===== config.mk =====
export PLATFORM = sky130hd
export DESIGN_NAME = hcr_sync_check
export DESIGN_NICKNAME = d
export VERILOG_FILES = /design/src/logic/hcr_pkg.sv /design/src/logic/hcr_sync_check.sv /design/src/logic/hcr_store_mem.sv
export VERILOG_INCLUDE_DIRS = /design/src /design/src/logic
export SDC_FILE = /design/constraint.sdc
export NUM_CORES = 1
export LEC_CHECK = 0
export BUFFER_PORTS_ARGS = -buffer_cell sky130_fd_sc_hd__buf_2
export CORE_ASPECT_RATIO = 1.75
export CORE_UTILIZATION = 26
export DETAILED_ROUTE_END_ITERATION = 7
export SLEW_MARGIN = 20
export SYNTH_ARGS = -nofsm -noshare
export SYNTH_HDL_FRONTEND = slang
export SYNTH_HIERARCHICAL = 1
export SYNTH_SLANG_ARGS = --single-unit

===== constraint.sdc =====
create_clock -name pclk -period 13.7 [get_ports pclk]
set_input_delay 3.425 -clock pclk [delete_from_list [all_inputs] [get_ports pclk]]
set_output_delay 3.425 -clock pclk [all_outputs]
set_load 0.01 [all_outputs]

===== src/logic/hcr_params.svh =====
/*
 * offsets, field positions, reset values and timing counts of the
 * rolling-code receiver check block.
 * assumes: included by bare name, clock pclk at 10 MHz.
 */
`ifndef HCR_PARAMS_SVH
`define HCR_PARAMS_SVH

// timing
`define HCR_CLK_MHZ        10
`define HCR_UNIT_MIN_US    200
`define HCR_UNIT_MAX_US    400
`define HCR_UNIT_MIN_CYC   (`HCR_UNIT_MIN_US * `HCR_CLK_MHZ)
`define HCR_UNIT_MAX_CYC   (`HCR_UNIT_MAX_US * `HCR_CLK_MHZ)

// code word layout, first received bit at index 0
`define HCR_WORD_BITS      66
`define HCR_HOP_LSB        0
`define HCR_SER_LSB        32
`define HCR_BTN_LSB        60
`define HCR_LOWBAT_BIT     64
`define HCR_STAT_BIT       65
`define HCR_CNT_W          16

// counter windows
`define HCR_WIN_OPEN       16'h0010

// register offsets
`define HCR_OFS_CTRL       12'h000
`define HCR_OFS_STATUS     12'h004
`define HCR_OFS_MASK       12'h008
`define HCR_OFS_HOP        12'h00c
`define HCR_OFS_SERIAL     12'h010
`define HCR_OFS_INFO       12'h014
`define HCR_OFS_COUNT      12'h018
`define HCR_OFS_FUNC       12'h01c

// control bits
`define HCR_CTRL_EN        0
`define HCR_CTRL_LEARN     1
`define HCR_CTRL_EXT       2
`define HCR_CTRL_RST       3'h0

// status and mask bits
`define HCR_ST_WORD        0
`define HCR_ST_ACC         1
`define HCR_ST_HOLD        2
`define HCR_ST_REJ         3
`define HCR_ST_LRN         4
`define HCR_ST_W           5

`endif


===== src/logic/hcr_pkg.sv =====
/*
 * types of the rolling-code receiver check block.
 * assumes: nothing beyond a SystemVerilog compiler.
 */
package hcr_pkg;

	typedef enum logic [2:0] {
		ST_IDLE,
		ST_LOOK,
		ST_CMP,
		ST_DEC,
		ST_JUDGE
	} hcr_state_t;

endpackage : hcr_pkg


===== src/logic/hcr_sync_check.sv =====
/*
 * receiver for rolling-code words: pwm bit capture, field split,
 * transmitter lookup, counter window check, resync and learning,
 * apb registers and interrupt.
 * assumes: rf_data is demodulated and synchronous to pclk; an outside
 * unit decrypts the hopping code and derives learn keys.
 */
// Added by the designer: the register offsets and the APB slave port.
// Function
// word opens with 32-bit encrypted hopping part
// 28-bit plain transmitter identifier follows
// 4-bit button field follows identifier
// extended mode: button plus identifier, 32 bits
// one battery state bit follows
// one to five status bits follow
// keep first 66 bits, drop rest
// only pwm, time unit 200-400 us
// transmitter counter at least 16 bits
// accept only counter above stored value
// 1..16 ahead: accept, store, drive output
// 17..32k ahead: hold, await second word
// consecutive second word: resync and drive
// 32k..64k ahead: ignore, no change
// learning stores identifier, key, counter
// transmitter starts on any button high
// button field selects one of 15 outputs
// non-consecutive second word replaces held value
`timescale 1ns/1ns
`include "hcr_params.svh"
module hcr_sync_check #(
	parameter int N_TX       = 4,
	parameter int KEY_W      = 64,
	parameter int UNIT_MIN_CYC = `HCR_UNIT_MIN_CYC,
	parameter int UNIT_MAX_CYC = `HCR_UNIT_MAX_CYC
) (
	// apb slave
	input  wire logic             pclk,
	input  wire logic             presetn,
	input  wire logic             psel,
	input  wire logic             penable,
	input  wire logic             pwrite,
	input  wire logic [11:0]      paddr,
	input  wire logic [31:0]      pwdata,
	output logic      [31:0]      prdata,
	output logic                  pready,
	output logic                  pslverr,
	// radio data
	input  wire logic             rf_data,
	// decrypt unit
	output logic                  dec_req,
	output logic      [31:0]      dec_hop,
	output logic      [31:0]      dec_serial,
	output logic      [KEY_W-1:0] dec_key_in,
	output logic                  dec_learn,
	input  wire logic             dec_done,
	input  wire logic [15:0]      dec_counter,
	input  wire logic [KEY_W-1:0] dec_key,
	// functions and interrupt
	output logic      [14:0]      func_out,
	output logic                  low_battery,
	output logic                  irq
);

	localparam int AW = (N_TX > 1) ? $clog2(N_TX) : 1;
	localparam int CW = `HCR_CNT_W;
	localparam int EW = KEY_W + 32 + CW;
	localparam logic [15:0] PER_MIN = 16'(3 * UNIT_MIN_CYC);
	localparam logic [15:0] PER_MAX = 16'(3 * UNIT_MAX_CYC);
	localparam logic [15:0] HI_MIN  = 16'(UNIT_MIN_CYC);
	localparam logic [15:0] HI_MAX  = 16'(2 * UNIT_MAX_CYC);
	localparam logic [6:0]  NBITS   = 7'(`HCR_WORD_BITS);

	logic [2:0]             ctrl;
	logic [`HCR_ST_W-1:0]   status;
	logic [`HCR_ST_W-1:0]   mask;
	logic [`HCR_ST_W-1:0]   st_set;
	logic                   rf_prev;
	logic                   seen_high;
	logic [15:0]            h_cnt;
	logic [15:0]            l_cnt;
	logic [15:0]            p_last;
	logic [6:0]             bit_cnt;
	logic [65:0]            shreg;
	logic                   rx_done;
	logic [3:0]             btn;
	logic                   stat_bit;
	hcr_pkg::hcr_state_t    state;
	logic [AW-1:0]          idx;
	logic [AW-1:0]          learn_ptr;
	logic [N_TX-1:0]        vld;
	logic [CW-1:0]          stored_cnt;
	logic [CW-1:0]          rx_cnt;
	logic [CW-1:0]          last_cnt;
	logic                   hold_vld;
	logic [AW-1:0]          hold_idx;
	logic [CW-1:0]          hold_cnt;
	logic [EW-1:0]          rd_data;
	logic                   mem_we;
	logic [AW-1:0]          mem_waddr;
	logic [EW-1:0]          mem_wdata;

	// bus decode
	wire        wr_acc  = psel && penable && pwrite;
	wire        rd_setup = psel && !penable && !pwrite;
	wire        mapped  = (paddr == `HCR_OFS_CTRL) || (paddr == `HCR_OFS_STATUS) ||
	                      (paddr == `HCR_OFS_MASK) || (paddr == `HCR_OFS_HOP) ||
	                      (paddr == `HCR_OFS_SERIAL) || (paddr == `HCR_OFS_INFO) ||
	                      (paddr == `HCR_OFS_COUNT) || (paddr == `HCR_OFS_FUNC);

	// pwm measurement
	wire        rise    = rf_data && !rf_prev;
	wire [16:0] per_sum = {1'b0, h_cnt} + {1'b0, l_cnt};
	wire [15:0] period  = per_sum[16] ? 16'hffff : per_sum[15:0];
	wire        per_ok  = (period >= PER_MIN) && (period <= PER_MAX);
	wire        gap     = !rf_data && seen_high && (l_cnt == PER_MAX);
	wire        last_ok = (h_cnt >= HI_MIN) && (h_cnt <= HI_MAX);
	wire        last_bit = ({h_cnt, 1'b0} < {1'b0, p_last});

	// window judgement
	wire [CW-1:0] diff     = rx_cnt - stored_cnt;
	wire [CW-1:0] hold_nxt = hold_cnt + CW'(1);
	wire          judging  = (state == hcr_pkg::ST_JUDGE) && !ctrl[`HCR_CTRL_LEARN];
	wire          learning = (state == hcr_pkg::ST_JUDGE) && ctrl[`HCR_CTRL_LEARN];
	wire          too_old  = (diff == '0) || diff[CW-1]; // see
	wire          in_open  = !too_old && (diff <= `HCR_WIN_OPEN);
	wire          consec   = hold_vld && (hold_idx == idx) && (rx_cnt == hold_nxt);
	wire          acc      = judging && (in_open || (!too_old && consec));
	wire          do_hold  = judging && !too_old && !in_open && !consec;
	wire          match    = vld[idx] && (rd_data[CW +: 32] == dec_serial);
	wire          last_idx = (idx == AW'(N_TX - 1));
	wire          word_in  = (state == hcr_pkg::ST_IDLE) && rx_done && ctrl[`HCR_CTRL_EN];

	assign pready  = 1'b1;
	assign pslverr = psel && penable && !mapped;
	assign irq     = |(status & mask);
	assign dec_learn = ctrl[`HCR_CTRL_LEARN];

	// control and mask registers
	always_ff @(posedge pclk or negedge presetn)
	begin
		if (!presetn)
		begin
			ctrl <= `HCR_CTRL_RST;
			mask <= '0;
		end
		else
		begin
			if (wr_acc && paddr == `HCR_OFS_CTRL)
				ctrl <= pwdata[2:0];
			if (wr_acc && paddr == `HCR_OFS_MASK)
				mask <= pwdata[`HCR_ST_W-1:0];
			if (learning)
				ctrl[`HCR_CTRL_LEARN] <= 1'b0;
		end
	end

	// sticky status, a new event outlasts a same-cycle clear
	always_comb
	begin
		st_set = '0;
		st_set[`HCR_ST_WORD] = word_in;
		st_set[`HCR_ST_ACC]  = acc;
		st_set[`HCR_ST_HOLD] = do_hold;
		st_set[`HCR_ST_REJ]  = (judging && too_old) ||
		                       (state == hcr_pkg::ST_CMP && !match && last_idx);
		st_set[`HCR_ST_LRN]  = learning;
	end

	always_ff @(posedge pclk or negedge presetn)
	begin
		if (!presetn)
			status <= '0;
		else if (wr_acc && paddr == `HCR_OFS_STATUS)
			status <= (status & ~pwdata[`HCR_ST_W-1:0]) | st_set;
		else
			status <= status | st_set;
	end

	// read data, loaded in the setup phase
	always_ff @(posedge pclk or negedge presetn)
	begin
		if (!presetn)
			prdata <= '0;
		else if (rd_setup)
		begin
			case (paddr)
				`HCR_OFS_CTRL:   prdata <= {29'h0, ctrl};
				`HCR_OFS_STATUS: prdata <= {27'h0, status};
				`HCR_OFS_MASK:   prdata <= {27'h0, mask};
				`HCR_OFS_HOP:    prdata <= dec_hop;
				`HCR_OFS_SERIAL: prdata <= dec_serial;
				`HCR_OFS_INFO:   prdata <= {26'h0, stat_bit, low_battery, btn};
				`HCR_OFS_COUNT:  prdata <= {16'h0, last_cnt};
				`HCR_OFS_FUNC:   prdata <= {17'h0, func_out};
				default:         prdata <= '0;
			endcase
		end
	end

	// pwm bit capture; a bad period restarts the word
	always_ff @(posedge pclk or negedge presetn)
	begin
		if (!presetn)
		begin
			rf_prev   <= 1'b0;
			seen_high <= 1'b0;
			h_cnt     <= '0;
			l_cnt     <= '0;
			p_last    <= '0;
			bit_cnt   <= '0;
			shreg     <= '0;
			rx_done   <= 1'b0;
		end
		else
		begin
			rf_prev <= rf_data;
			rx_done <= 1'b0;
			if (rise)
			begin
				h_cnt     <= '0;
				l_cnt     <= '0;
				seen_high <= 1'b1;
				if (seen_high && per_ok)
				begin
					p_last <= period;
					if (bit_cnt < NBITS)
					begin
						shreg   <= {(h_cnt < l_cnt), shreg[65:1]};
						bit_cnt <= bit_cnt + 7'h01;
					end
				end
				else if (seen_high)
					bit_cnt <= '0;
			end
			else if (gap)
			begin
				// final bit ends in the guard time
				seen_high <= 1'b0;
				bit_cnt   <= '0;
				h_cnt     <= '0;
				if (last_ok && bit_cnt == NBITS - 7'h01)
				begin
					shreg   <= {last_bit, shreg[65:1]};
					rx_done <= 1'b1;
				end
				else if (bit_cnt == NBITS)
					rx_done <= 1'b1;
			end
			else if (rf_data)
				h_cnt <= (h_cnt == 16'hffff) ? h_cnt : h_cnt + 16'h0001;
			else if (l_cnt != 16'hffff)
				l_cnt <= l_cnt + 16'h0001;
		end
	end

	// word fields and sequencing
	always_ff @(posedge pclk or negedge presetn)
	begin
		if (!presetn)
		begin
			state       <= hcr_pkg::ST_IDLE;
			idx         <= '0;
			dec_req     <= 1'b0;
			dec_hop     <= '0;
			dec_serial  <= '0;
			dec_key_in  <= '0;
			btn         <= '0;
			low_battery <= 1'b0;
			stat_bit    <= 1'b0;
			stored_cnt  <= '0;
			rx_cnt      <= '0;
		end
		else
		begin
			dec_req <= 1'b0;
			case (state)
				hcr_pkg::ST_IDLE:
					if (word_in)
					begin
						dec_hop     <= shreg[`HCR_HOP_LSB +: 32];
						btn         <= shreg[`HCR_BTN_LSB +: 4];
						low_battery <= shreg[`HCR_LOWBAT_BIT];
						stat_bit    <= shreg[`HCR_STAT_BIT];
						dec_serial  <= {ctrl[`HCR_CTRL_EXT] ? shreg[`HCR_BTN_LSB +: 4] : 4'h0,
						                shreg[`HCR_SER_LSB +: 28]}; // see
						idx         <= '0;
						dec_key_in  <= '0;
						dec_req     <= ctrl[`HCR_CTRL_LEARN];
						state       <= ctrl[`HCR_CTRL_LEARN] ? hcr_pkg::ST_DEC
						                                     : hcr_pkg::ST_LOOK;
					end
				hcr_pkg::ST_LOOK:
					state <= hcr_pkg::ST_CMP;
				hcr_pkg::ST_CMP:
					if (match)
					begin
						stored_cnt <= rd_data[CW-1:0];
						dec_key_in <= rd_data[EW-1 -: KEY_W];
						dec_req    <= 1'b1;
						state      <= hcr_pkg::ST_DEC;
					end
					else if (last_idx)
						state <= hcr_pkg::ST_IDLE;
					else
					begin
						idx   <= idx + AW'(1);
						state <= hcr_pkg::ST_LOOK;
					end
				hcr_pkg::ST_DEC:
					if (dec_done)
					begin
						rx_cnt <= dec_counter;
						state  <= hcr_pkg::ST_JUDGE;
					end
				hcr_pkg::ST_JUDGE:
					state <= hcr_pkg::ST_IDLE;
				default:
					state <= hcr_pkg::ST_IDLE;
			endcase
		end
	end

	// counter windows and resync hold
	always_ff @(posedge pclk or negedge presetn)
	begin
		if (!presetn)
		begin
			hold_vld <= 1'b0;
			hold_idx <= '0;
			hold_cnt <= '0;
			last_cnt <= '0;
		end
		else if (acc) // see see
		begin
			hold_vld <= 1'b0;
			last_cnt <= rx_cnt;
		end
		else if (do_hold) // see
		begin
			hold_vld <= 1'b1;
			hold_idx <= idx;
			hold_cnt <= rx_cnt;
		end
	end

	// table of learned transmitters
	always_ff @(posedge pclk or negedge presetn)
	begin
		if (!presetn)
		begin
			vld       <= '0;
			learn_ptr <= '0;
		end
		else if (learning)
		begin
			vld[learn_ptr] <= 1'b1;
			learn_ptr      <= (learn_ptr == AW'(N_TX - 1)) ? '0 : learn_ptr + AW'(1);
		end
	end

	always_comb
	begin
		mem_we    = learning || acc;
		mem_waddr = learning ? learn_ptr : idx;
		mem_wdata = learning ? {dec_key, dec_serial, rx_cnt}
		                     : {dec_key_in, dec_serial, rx_cnt};
	end

	hcr_store_mem #(
		.W     (EW),
		.DEPTH (N_TX),
		.AW    (AW)
	) u_store (
		.clk   (pclk),
		.rst_n (presetn),
		.we    (mem_we),
		.waddr (mem_waddr),
		.wdata (mem_wdata),
		.raddr (idx),
		.rdata (rd_data)
	);

	// one output pulse per accepted word with a nonzero button field
	genvar gi;
	generate
		for (gi = 0; gi < 15; gi++)
		begin : g_func
			always_ff @(posedge pclk or negedge presetn)
			begin
				if (!presetn)
					func_out[gi] <= 1'b0;
				else
					func_out[gi] <= acc && (btn == 4'(gi + 1));
			end
		end
	endgenerate
endmodule : hcr_sync_check


===== src/logic/hcr_store_mem.sv =====
/*
 * transmitter table: one write port, one read port with registered data.
 * assumes: single clock; contents undefined until written.
 */
`timescale 1ns/1ns
module hcr_store_mem #(
	parameter int W     = 112,
	parameter int DEPTH = 4,
	parameter int AW    = 2
) (
	// clock and reset
	input  wire logic          clk,
	input  wire logic          rst_n,
	// write side
	input  wire logic          we,
	input  wire logic [AW-1:0] waddr,
	input  wire logic [W-1:0]  wdata,
	// read side
	input  wire logic [AW-1:0] raddr,
	output logic      [W-1:0]  rdata
);

	logic [W-1:0] mem [DEPTH];

	always_ff @(posedge clk)
	begin
		if (we)
			mem[waddr] <= wdata;
	end

	always_ff @(posedge clk or negedge rst_n)
	begin
		if (!rst_n)
			rdata <= '0;
		else
			rdata <= mem[raddr];
	end

endmodule : hcr_store_mem


# Yosys cells after proc, flatten, opt, wreduce, memory -nomap -nowiden
# Memories as Yosys holds them, arrays and structs flattened. A register that Yosys moved wholly into a read port is not among the register bits.
# Index checks and enable logic that the tools add are counted.
# W data, S select, Z words.
[op_classes]
addsub = 8
n_mul = 0
n_div = 0
magnitude_cmp = 11
n_eq_ne = 48
n_shift = 0
n_mux = 57
n_bitwise = 7
reduce_logical = 92
[ops]
columns = ["op", "n"]
rows = [
  ["$mux W66", 5],
  ["$pmux W32 S8", 1],
  ["$mux W16", 9],
  ["$mux W64", 2],
  ["$pmux W64 S2", 1],
  ["$mux W112", 1],
  ["$add A16 B1 Y16 const B", 3],
  ["$eq A12 B5 Y1 const B", 4],
  ["$logic_and A1 B1 Y1", 47],
  ["$mux W7", 5],
  ["$eq A32 B32 Y1", 1],
  ["$eq A4 B4 Y1 const B", 8],
  ["$eq A12 B4 Y1 const B", 2],
  ["$add A16 B16 Y17", 1],
  ["$lt A17 B16 Y1", 1],
  ["$eq A16 B14 Y1 const B", 1],
  ["$eq A16 B16 Y1", 1],
  ["$eq A16 B16 Y1 const B", 1],
  ["$eq A4 B3 Y1 const B", 4],
  ["$ge A16 B11 Y1 const B", 1],
  ["$ge A16 B13 Y1 const B", 1],
  ["$le A16 B13 Y1 const B", 1],
  ["$le A16 B14 Y1 const B", 1],
  ["$le A16 B5 Y1 const B", 1],
  ["47 further kinds", 120],
]
[totals]
reg_bits = 397
latchBits = 0
ram_bits = 448
mem_bits_ro = 0
input_bits = 131
output_inout_bits = 181
word_cells = 269
memories = 1
[memory_table]
columns = ["memory", "depth", "word_bits", "rd", "rd_ports_with_merged_regs", "wr", "line_no", "rtl"]
rows = [
  ["u_store.mem", 4, 112, 1, 1, 1, "hcr_store_mem.sv:23", "logic [W-1:0] mem [DEPTH];"],
]

# Longest topological paths before layout
# Gate-level depths: netlist of run 1.
[logic_depth]
depth_word = 10
ltp_mapped = 15
depth_no_buf = 14

# Hierarchy
# Netlist of run 1, hierarchy kept.
[modules_own_cells]
columns = ["mod", "n_inst", "cells_per_inst", "area_per_inst_um2", "seq_area_each_um2"]
rows = [
  ["hcr_sync_check", 1, 1898, 20933.8, 9934.5],
  ["hcr_store_mem", 1, 701, 19079.5, 16255.6],
]

# Worst setup path after synthesis of run 1
# Ideal clock, no wire load.
[synth_path]
path_kind = "flip-flop to flip-flop"
startpoint = "register rx_cnt[0]"
endpoint = "memory u_store.mem[0][0], enable pin"
setup_ns = 0.742
arrival_ns = 10.973
path_slack_ns = 1.985
path_stages_with_launch = 16
path_buffers = 1
synth_period_minus_slack_ns = 11.715
path_cell_list = "dfrtp_1 > inv_1 > ha_1 > fa_1 > nor2b_1 > o31a_1 > o31a_1 > or3_1 > a2111oi_2 > nand4_1 > nand4b_1 > o21ai_2 > nand3_4 > buf_6 > nand2b_1 > nor3b_1"
[synth_via]
elab_chain_len = 10
elab_cells_between_ends = 14
cone_classes = "add/sub: 1; order compare: 1; eq/ne: 1; mux: 2; reduce/logical: 9"
[synth_rtl]
columns = ["element", "line_no", "rtl"]
rows = [
  ["start: declaration", "hcr_sync_check.sv:92", "logic [CW-1:0] rx_cnt;"],
  ["start signal: assignment", "hcr_sync_check.sv:312", "rx_cnt <= dec_counter;"],
  ["branches (longest 5 deep; another with $sub A16 B16 Y16)", "-", ""],
  ["$logic_or A1 B1 Y1 *", "hcr_sync_check.sv:127", "wire acc = judging && (in_open || (!too_old && consec));"],
  ["$logic_and A1 B1 Y1 *", "hcr_sync_check.sv:127", ""],
  ["$logic_or A1 B1 Y1 *", "hcr_sync_check.sv:363", "mem_we = learning || acc;"],
  ["via mem_we", "hcr_sync_check.sv:98", "logic mem_we;"],
  ["$mux W1 *", "hcr_store_mem.sv:27", "if (we)"],
  ["$mux W1 (implied by the code) *", "hcr_store_mem.sv:28", "mem[waddr] <= wdata;"],
  ["end: declaration", "hcr_store_mem.sv:23", ""],
]
# Mark *: on every way through the listed nets, which the timed path passes.

# Final worst setup path of run 1
[layout_path]
startpoint = "input port paddr[1]"
endpoint = "output port pslverr"
[layout_via]
elab_chain_len = 10
elab_cells_between_ends = 17
cone_classes = "eq/ne: 7; reduce/logical: 10"
[layout_rtl]
columns = ["element", "line_no", "rtl"]
rows = [
  ["start: declaration", "hcr_sync_check.sv:42", "input wire logic [11:0] paddr,"],
  ["$eq A12 B3 Y1 / $logic_not A12 Y1 (equally long branches)", "-", ""],
  ["$logic_or A1 B1 Y1 (6 in a row)", "hcr_sync_check.sv:105", "wire mapped = (paddr == `HCR_OFS_CTRL) || (paddr == `HCR_OFS_STATUS) ||"],
  ["$logic_or A1 B1 Y1 *", "hcr_sync_check.sv:105", ""],
  ["$logic_not A1 Y1 *", "hcr_sync_check.sv:134", "assign pslverr = psel && penable && !mapped;"],
  ["$logic_and A1 B1 Y1 *", "hcr_sync_check.sv:134", ""],
  ["end: declaration", "hcr_sync_check.sv:46", "output logic pslverr,"],
]
# Mark *: on every way between the ends. The rest lies on a longest branch, timed or not.

==> results of run 1 <==
final timing paths:
path                                            startpoint                        end  slack, ps
worst max-delay path                              paddr[1]                    pslverr       5940
worst min-delay path            u_store/rdata[3]$_DFF_PN0_  stored_cnt[3]$_DFFE_PN0P_        450
worst max register to register        h_cnt[0]$_DFFE_PN0P_      shreg[22]$_DFFE_PN0P_       7810
worst min register to register  u_store/rdata[3]$_DFF_PN0_  stored_cnt[3]$_DFFE_PN0P_        450
max in group asynchronous                          presetn     prdata[22]$_DFFE_PN0P_       8680
min in group asynchronous                          presetn       l_cnt[0]$_DFFE_PN0P_       2690
stage by stage:
stage          setup WS (ps)  instance area, um^2
2_1_floorplan           1980                40000
3_3_place_gp            5920                43400
3_5_place_dp            5930                43400
4_1_cts                 5930                46600
5_1_grt                 5790                46600
6_report                5940                46600
Yosys cell counts, types with 19 or more instances:
library cell	count	area, um^2
sky130_fd_sc_hd__o21ai_0	93	465
sky130_fd_sc_hd__nand4_1	22	138
sky130_fd_sc_hd__edfxtp_1	448	13500
sky130_fd_sc_hd__xor2_1	42	368
sky130_fd_sc_hd__nor2b_1	19	119
sky130_fd_sc_hd__mux4_2	118	2660
sky130_fd_sc_hd__clkbuf_1	59	221
sky130_fd_sc_hd__a21o_1	20	150
sky130_fd_sc_hd__nor2_1	93	349
sky130_fd_sc_hd__mux2_4	49	736
sky130_fd_sc_hd__nor4_1	31	194
sky130_fd_sc_hd__inv_1	70	263
sky130_fd_sc_hd__nand2_1	189	709
sky130_fd_sc_hd__a21oi_1	56	280
sky130_fd_sc_hd__ha_1	75	938
sky130_fd_sc_hd__a22oi_1	20	150
sky130_fd_sc_hd__xnor2_1	54	473
sky130_fd_sc_hd__nand3_1	36	180
sky130_fd_sc_hd__nor3_1	34	170
sky130_fd_sc_hd__a22o_1	74	648
sky130_fd_sc_hd__mux2_2	196	2210
sky130_fd_sc_hd__buf_4	37	278
sky130_fd_sc_hd__dfrtp_1	509	12700
sky130_fd_sc_hd__buf_2	21	105
cells by family (layout without fill, tap and decap cells):
| logic type | count (synthesis) | in the layout | share of synthesized area, % |
|---|---|---|---|
| xor+xnor | 96 | 96 | 2.10 |
| fa+ha+maj | 77 | 77 | 2.45 |
| buf+inv | 218 | 571 | 2.98 |
| flops | 957 | 957 | 65.5 |
| simple gates | 507 | 507 | 6.27 |
| other cells | 1 | 2 | 0.00937 |
| mux | 380 | 380 | 14.4 |
| compound gates | 363 | 363 | 6.31 |
worst max-delay path, stage by stage:
cell and delay (ps):
sky130_fd_sc_hd__buf_2 100, sky130_fd_sc_hd__nor3_1 240, sky130_fd_sc_hd__nand4_1 210, sky130_fd_sc_hd__and3_1 230
sky130_fd_sc_hd__buf_2 130
layer usage:
| layer | wire, um | up-vias | share of wire (%) |
|---|---|---|---|
| li1 | - | 10300 | - |
| met1 | 41000 | 11800 | 42 |
| met2 | 48800 | 586 | 50 |
| met3 | 4350 | 152 | 4.5 |
| met4 | 3180 | 0 | 3.3 |
| met5 | 0 | - | 0 |
layout make-up:
type | instances | area [um^2]
clock inverter | 53 | 642
clock buffer | 120 | 2500
inverter | 72 | 270
antenna | 1 | 2.50
timing repair buffer | 326 | 1780
sequential | 957 | 26200
multi-input combinational | 1424 | 12700
fill | 15200 | 106000
tap | 2016 | 2520
cell usage in the layout (no fill, tap or decap), types with 11 or more instances in the layout:
master / synthesis / layout
sky130_fd_sc_hd__mux2i_1: 13 / 13
sky130_fd_sc_hd__buf_4: 37 / 41
sky130_fd_sc_hd__buf_2: 21 / 282
sky130_fd_sc_hd__clkinv_2: 0 / 14
sky130_fd_sc_hd__clkbuf_1: 59 / 20
sky130_fd_sc_hd__nand2_1: 189 / 188
sky130_fd_sc_hd__clkbuf_16: 0 / 93
sky130_fd_sc_hd__nor3_1: 34 / 34
sky130_fd_sc_hd__and3_1: 16 / 15
sky130_fd_sc_hd__mux2_4: 49 / 49
sky130_fd_sc_hd__nand3_1: 36 / 36
sky130_fd_sc_hd__dfrtp_1: 509 / 507
sky130_fd_sc_hd__ha_1: 75 / 75
sky130_fd_sc_hd__a21o_1: 20 / 20
sky130_fd_sc_hd__xor2_1: 42 / 42
sky130_fd_sc_hd__clkinv_1: 0 / 11
sky130_fd_sc_hd__nand4_1: 22 / 22
sky130_fd_sc_hd__nor2_1: 93 / 91
sky130_fd_sc_hd__nor2b_1: 19 / 18
sky130_fd_sc_hd__o21ai_0: 93 / 93
sky130_fd_sc_hd__xnor2_1: 54 / 54
sky130_fd_sc_hd__a22oi_1: 20 / 20
sky130_fd_sc_hd__nor4_1: 31 / 31
sky130_fd_sc_hd__o31ai_1: 11 / 11
sky130_fd_sc_hd__a22o_1: 74 / 74
sky130_fd_sc_hd__a21oi_1: 56 / 56
sky130_fd_sc_hd__edfxtp_1: 448 / 448
sky130_fd_sc_hd__inv_1: 70 / 70
sky130_fd_sc_hd__mux2_2: 196 / 196
sky130_fd_sc_hd__mux4_2: 118 / 118
flip-flops by register name, summed over array words and instances (netlist names), 3 cells and up:
name	flops
u_store/mem	448
u_store/rdata	112
shreg	66
dec_key_in	64
dec_hop	32
dec_serial	32
prdata	32
h_cnt	16
hold_cnt	16
l_cnt	16
last_cnt	16
p_last	16
rx_cnt	16
stored_cnt	16
func_out	15
bit_cnt	7
mask	5
status	5
btn	4
vld	4
ctrl	3
state	3
power groups by stage:
stage / clock (uW) / sequential, uW / combinational, uW
CTS: 2740 / 3230 / 649
floorplan: 0 / 3240 / 508
detailed placement: 0 / 3290 / 647
global route: 2830 / 3250 / 704
global placement: 0 / 3290 / 638
finish: 2640 / 3230 / 632
==> key figures, run 1 <==
Run status
  • Run status: completed

GRT
  • Fraction of met1 tracks used by global routing: between 10% and 20%
  • First-pass GRT wire length: approximately 150 mm
  • Met2 capacity usage during global routing: between 20% and 30%
  • Total global routing overflow: 0
  • GRT Resource Usage Total: between 10% and 20%
  • Antenna violations before repair: 6
  • Via count of the first global-routing pass: approximately 24000
  • Pin count of the biggest net entering global routing: roughly 150
  • Met3 Resource Use GR: about 1.8%
  • Global route hottest layer: met2

Die
  • Overall die area: between 150000 and 200000 um^2
  • Effective utilization at floorplan: between 20% and 30%
  • Number of placement rows: between 150 and 200
  • Core region area: roughly 150000 um^2
  • Height of the chip: ~520 um
  • I/O pins: 312
  • Chip width: between 200 and 300 um

Synthesis
  • Main flop type after synthesis: sky130_fd_sc_hd__dfrtp_1
  • Proportion of synthesized chip area in sequential cells: 65.5%
  • Synth warnings: 6
  • Flop and latch count out of synthesis: around 960
  • Number of enable-type register cells in the synthesized netlist: around 450
  • Distinct cell type count after synthesis: 88
  • Cell Area, Synth: approximately 40000 um^2
  • Synth async-reset ratio: 53.2%
  • Average cell area after synthesis: approximately 15 um^2
  • Post-Syn Nets: about 2800
  • Post-Synthesis Cells: 2599

Timing
  • Max Freq: 0.129 GHz
  • Final Max Tran Viols: 0
  • Worst clock skew: around 60 ps
  • RSZ-0062 raised after global routing: false
  • Setup Total Neg Slack: 0 ps
  • Final number of hold-violating endpoints: 0
  • Final setup violation count: 0
  • Actual slew at the worst max-slew pin: around 1100 ps
  • Minimum clock period: 7760 ps
  • Fin Hold WS: 446 ps
  • Ratio of final minimum period to clock period: 56.7%
  • Max-slew headroom: about 29%

Clock tree
  • CTS-repair resized insts: 0
  • Num Clock Sinks: 957
  • Inserted Clock Buffers: slightly above 90
  • Number of post-CTS setup repair buffers: 0
  • CTS HTree Levels: 3
  • Hold-fix buffers at CTS: 0
  • Clock insertion delay at the later pin of the skew report: about 720 ps
  • Clock tree from TritonCTS: done
  • Maximum clock path buffer count: 3
  • Library cell used as clock root buffer: sky130_fd_sc_hd__clkbuf_16
  • Clock-pin slew on the worst setup and hold paths: 70 ps

Final layout
  • Number of nets in the layout: ~3100
  • Final core utilization: 30.5%
  • Final cell count without fillers: slightly below 5000
  • Area delta synth->final: 16.5%
  • Fraction of layout cells with a size suffix above 1: between 20% and 30%

Run
  • Max-capacitance violation count: 0

Pwr
  • Clock network fraction of design power: about two fifths
  • IR Drop Worst-Case VDD: around 0.15 mV
  • Switching power as a share of total power: 24.7%
  • Pint: 4900 uW
  • Combinational share of power: about 9.7%
  • Total power draw: 6500 uW
  • Leakage power total: slightly below 0.02 uW
  • Power density over the cells: between 100 and 150 nW/um^2
  • Switching power total: ~1600 uW
  • Share of power burned in registers: 49.7%

Detailed routing
  • Total vias in the final route: around 23000
  • Detailed-route vias per instance: between 4 and 5
  • Number of nets with antenna violations after detailed routing: 0
  • Drt initial violations: 1224
  • Final Routed Wirelength: 97.2 mm
  • First-pass iteration count of the detailed router: 6
  • Average wire length per cell after detail routing: between 15 and 20 um
  • Post-route DRC: 0

Placement
  • GPL Wtd Cong: about 0.84
  • Number of I/O port buffers: about 280
  • Half-perimeter wire length of the detailed placement result: 65.4 mm
  • Number of instances in the placed design: 4794

Critical path
  • Worst setup EP type: output pin
  • CP Data Arrival Time: 4340 ps
  • Type of the worst setup path: in -> out
  • FF-to-FF path depth: 14
  • Largest fanout on the critical path: 4
  • Critical Path RT: between 10000 and 15000 ps
  • CP startpoint kind: primary input

Worst hold path
  • Hold crit path type: reg -> reg
  • Cells on Worst Hold Path: 2
Note: power is estimated with default switching activity, not from simulation.
==> run 2: changes to the inputs <==
--- a/config.mk
+++ b/config.mk
@@ -6,6 +6,7 @@
 export SDC_FILE = /design/constraint.sdc
 export NUM_CORES = 1
 export LEC_CHECK = 0
+export ABC_AREA = 1
 export BUFFER_PORTS_ARGS = -buffer_cell sky130_fd_sc_hd__buf_2
 export CORE_ASPECT_RATIO = 1.75
 export CORE_UTILIZATION = 26
==> constraint.sdc (replaced) <==
create_clock -name pclk -period 6.6 [get_ports pclk]
set_input_delay 1.65 -clock pclk [delete_from_list [all_inputs] [get_ports pclk]]
set_output_delay 1.65 -clock pclk [all_outputs]
set_load 0.01 [all_outputs]
==> run 2 against run 1 <==
Core utilization decreased by 0.077 points. Routed wire length is 23% higher. Worst setup slack lost 4600 ps.
==> key figures, run 2 <==
Run status
  • Run status: completed

Final layout
  • Largest registers: u_store/mem x448, u_store/rdata x112, shreg x66
  • Commonest non-fill, non-tap cell in the layout: sky130_fd_sc_hd__nand2_1
  • Final non-filler cell area: about 50000 um^2
  • Number of nets in the layout: about 5100
  • Fraction of layout cells with a size suffix above 1: roughly 11%
  • Reg with most FFs: u_store/mem
  • Storage element area: 26200 um^2
  • Multi-input gate area in the final layout: 13100 um^2
  • Commonest non-fill, non-tap cells in the layout: sky130_fd_sc_hd__nand2_1 (1353), sky130_fd_sc_hd__inv_1 (775), sky130_fd_sc_hd__dfrtp_1 (507)
  • Max FFs per register: 448
  • Layout filler cell count: approximately 17000
  • Area delta synth->final: 15.8%

Detailed routing
  • Final Routed Wirelength: about 120 mm
  • Number of nets with antenna violations after detailed routing: 0
  • Total vias in the final route: approximately 32000
  • Average wire length per cell after detail routing: 16.6 um
  • Drt initial violations: 2017
  • Post-route DRC: 0
  • Detailed-route vias per instance: approximately 4.5
  • First-pass iteration count of the detailed router: 5

Critical path
  • FF-to-FF path depth: 20
  • CP startpoint kind: flop
  • CP Data Arrival Time: ~5600 ps
  • Largest fanout on the critical path: 19
  • Worst R2R Start: rx_cnt[0]$_DFFE_PN0P_
  • Termination of the worst setup path: u_store/mem[2][97]$_DFFE_PP_
  • Worst r2r dst: u_store/mem[2][97]$_DFFE_PP_
  • Critical Path RT: ~6900 ps
  • R2R setup slack: between 1000 and 1500 ps
  • Worst setup EP type: flop
  • Critical Path Source: rx_cnt[0]$_DFFE_PN0P_
  • Type of the worst setup path: reg -> reg

Timing
  • Final number of hold-violating endpoints: 0
  • RSZ-0062 raised after global routing: false
  • Final Max Tran Viols: 0
  • Worst clock skew: ~49 ps
  • Minimum clock period: approximately 5300 ps
  • Ratio of final minimum period to clock period: about 80%
  • Worst Setup Slack, final: roughly 1300 ps
  • Max Freq: 0.189 GHz
  • Actual slew at the worst max-slew pin: about 1100 ps
  • Final setup violation count: 0
  • Max-slew headroom: 25.8%

Clock tree
  • Maximum clock path buffer count: 3
  • Clock-pin slew on the worst setup and hold paths: 60 ps
  • Hold-fix buffers at CTS: 0
  • CTS HTree Levels: 3
  • Number of post-CTS setup repair buffers: 0
  • Library cell used as clock root buffer: sky130_fd_sc_hd__clkbuf_16
  • Inserted Clock Buffers: 94
  • Clock insertion delay at the later pin of the skew report: about 700 ps
  • Num Clock Sinks: between 900 and 1000
  • CTS-repair resized insts: 0
  • Clock tree from TritonCTS: done

GRT
  • Via count of the first global-routing pass: 32100
  • GRT Resource Usage Total: 14.0%
  • Pin count of the biggest net entering global routing: 158
  • Antenna violations before repair: 5
  • Total global routing overflow: 0
  • First-pass GRT wire length: roughly 180 mm

Placement
  • Half-perimeter wire length of the detailed placement result: around 80 mm
  • Number of I/O port buffers: 283
  • Pre-CTS WS: ~1200 ps
  • GPL Wtd Cong: 0.864
  • Placement Cell Area: 47000 um^2

Die
  • Effective utilization at floorplan: 26.3%
  • I/O pins: between 300 and 400
  • Chip width: 311 um
  • Core region area: between 150000 and 200000 um^2
  • Height of the chip: 542 um
  • Number of placement rows: 197
  • Overall die area: roughly 170000 um^2

Synthesis
  • Distinct cell type count after synthesis: just under 60
  • Proportion of synthesized chip area in sequential cells: 60.5%
  • Flop and latch count out of synthesis: approximately 960
  • Area contributors post-synth: sky130_fd_sc_hd__edfxtp_1 (31%), sky130_fd_sc_hd__dfrtp_1 (29%), sky130_fd_sc_hd__nand2_1 (12%), sky130_fd_sc_hd__inv_1 (6.7%), sky130_fd_sc_hd__nand3_1 (5.5%)
  • Main flop type after synthesis: sky130_fd_sc_hd__dfrtp_1
  • Share of the synthesized area in the top cell type: roughly 31%
  • Post-Syn Nets: about 4900
  • Number of enable-type register cells in the synthesized netlist: between 400 and 500
  • Cell Area, Synth: between 40000 and 50000 um^2
  • Leading area contributor after synthesis: sky130_fd_sc_hd__edfxtp_1
  • Synth async-reset ratio: 53.2%
  • Synth top cells by count: sky130_fd_sc_hd__nand2_1 (1353), sky130_fd_sc_hd__inv_1 (776), sky130_fd_sc_hd__dfrtp_1 (509), sky130_fd_sc_hd__nand3_1 (477), sky130_fd_sc_hd__edfxtp_1 (448)
  • Post-Synthesis Cells: 4676
  • Synth warnings: 6
  • Average cell area after synthesis: 9.26 um^2
  • Cell with the most instances after synthesis: sky130_fd_sc_hd__nand2_1

Pwr
  • Leakage power total: approximately 0.024 uW
  • Power density over the cells: about 240 nW/um^2
  • IR Drop Worst-Case VDD: about 0.18 mV

Run
  • Max-capacitance violation count: 0

Worst hold path
  • Hold crit path type: reg -> reg
run 2: changes by cell type after synthesis, moves of 51 or more:
cell	before	now
sky130_fd_sc_hd__a22o_1	74	23
sky130_fd_sc_hd__inv_1	70	776
sky130_fd_sc_hd__mux2_2	196	0
sky130_fd_sc_hd__mux4_2	118	0
sky130_fd_sc_hd__nand2_1	189	1353
sky130_fd_sc_hd__nand3_1	36	477
sky130_fd_sc_hd__o21ai_0	93	286
run 2: cell families (layout without fill, tap and decap cells):
family	after synthesis	in the layout	synth area share [%]
AO/OA/AOI/OAI	464	464	6.08
XOR/XNOR	59	59	1.19
adder cells (fa/ha/maj)	77	77	2.26
buffers and inverters	1008	1310	9.54
flip-flops	957	957	60.5
other	1	2	0.00866
AND/OR/NAND/NOR	2110	2110	20.5
run 2: metrics by stage:
stage	TNS [ps]	utilization, %	hold WS [ps]	instances	power [uW]
final	0	30.4	455	7168	12200
after global routing	0	30.4	467	7167	12600
after CTS	0	30.4	454	7167	12400
after detailed placement	0	28.5	439	6993	6820
after global placement	0	28.5	433	6993	6810
after floorplan	-436370	-	423	4676	6620
run 2: cell type report:
cell class,instances,share of cell area (%)
inverters,795,5.97
flip-flops and latches,957,52.2
clock inverters,46,0.958
clock buffers,128,5.29
multi-input cells,2711,26.1
well taps,2189,5.46
repair buffers,341,4.04
diodes,1,0.00499
run 2: power by group:
group	total, uW	internal [uW]	switching [uW]
Combinational	388	134	255
Clock	5490	3090	2410
Sequential	6300	6260	43.4
Total	12200	9480	2710
run 2: how the worst min path moves through the flow:
stage                        from                 end  cells after the start
5_1_grt        vld[1]$_DFFE_PN0P_  vld[1]$_DFFE_PN0P_                      1
4_1_cts        vld[1]$_DFFE_PN0P_  vld[1]$_DFFE_PN0P_                      1
6_report       vld[1]$_DFFE_PN0P_  vld[1]$_DFFE_PN0P_                      1
2_1_floorplan  vld[2]$_DFFE_PN0P_  vld[2]$_DFFE_PN0P_                      1
3_3_place_gp   vld[1]$_DFFE_PN0P_  vld[1]$_DFFE_PN0P_                      1
3_5_place_dp   vld[1]$_DFFE_PN0P_  vld[1]$_DFFE_PN0P_                      1
run 2: critical path, stage by stage (launching register included):
cell and delay, ps:
sky130_fd_sc_hd__dfrtp_1 530, sky130_fd_sc_hd__inv_1 140, sky130_fd_sc_hd__ha_1 230, sky130_fd_sc_hd__fa_1 410
sky130_fd_sc_hd__nand3b_1 170, sky130_fd_sc_hd__nand2_1 120, sky130_fd_sc_hd__a21oi_1 160, sky130_fd_sc_hd__o21ai_0 300
sky130_fd_sc_hd__nand2_1 130, sky130_fd_sc_hd__nand2_1 80, sky130_fd_sc_hd__nand2_1 50, sky130_fd_sc_hd__nand4_1 80
sky130_fd_sc_hd__nor2_1 80, sky130_fd_sc_hd__nand3_1 90, sky130_fd_sc_hd__nand2_1 90, sky130_fd_sc_hd__nor2_1 130
sky130_fd_sc_hd__nand2_1 440, sky130_fd_sc_hd__nand2_1 230, sky130_fd_sc_hd__inv_1 180, sky130_fd_sc_hd__nor3_4 880
sky130_fd_sc_hd__buf_4 460
run 2: routing by layer:
metal / global-route usage, % / part of all wire, %
met1: 16.6 / 41
met2: 25.1 / 50
met3: 2.10 / 5.0
met4: 5.72 / 3.8
met5: 0 / 0.028
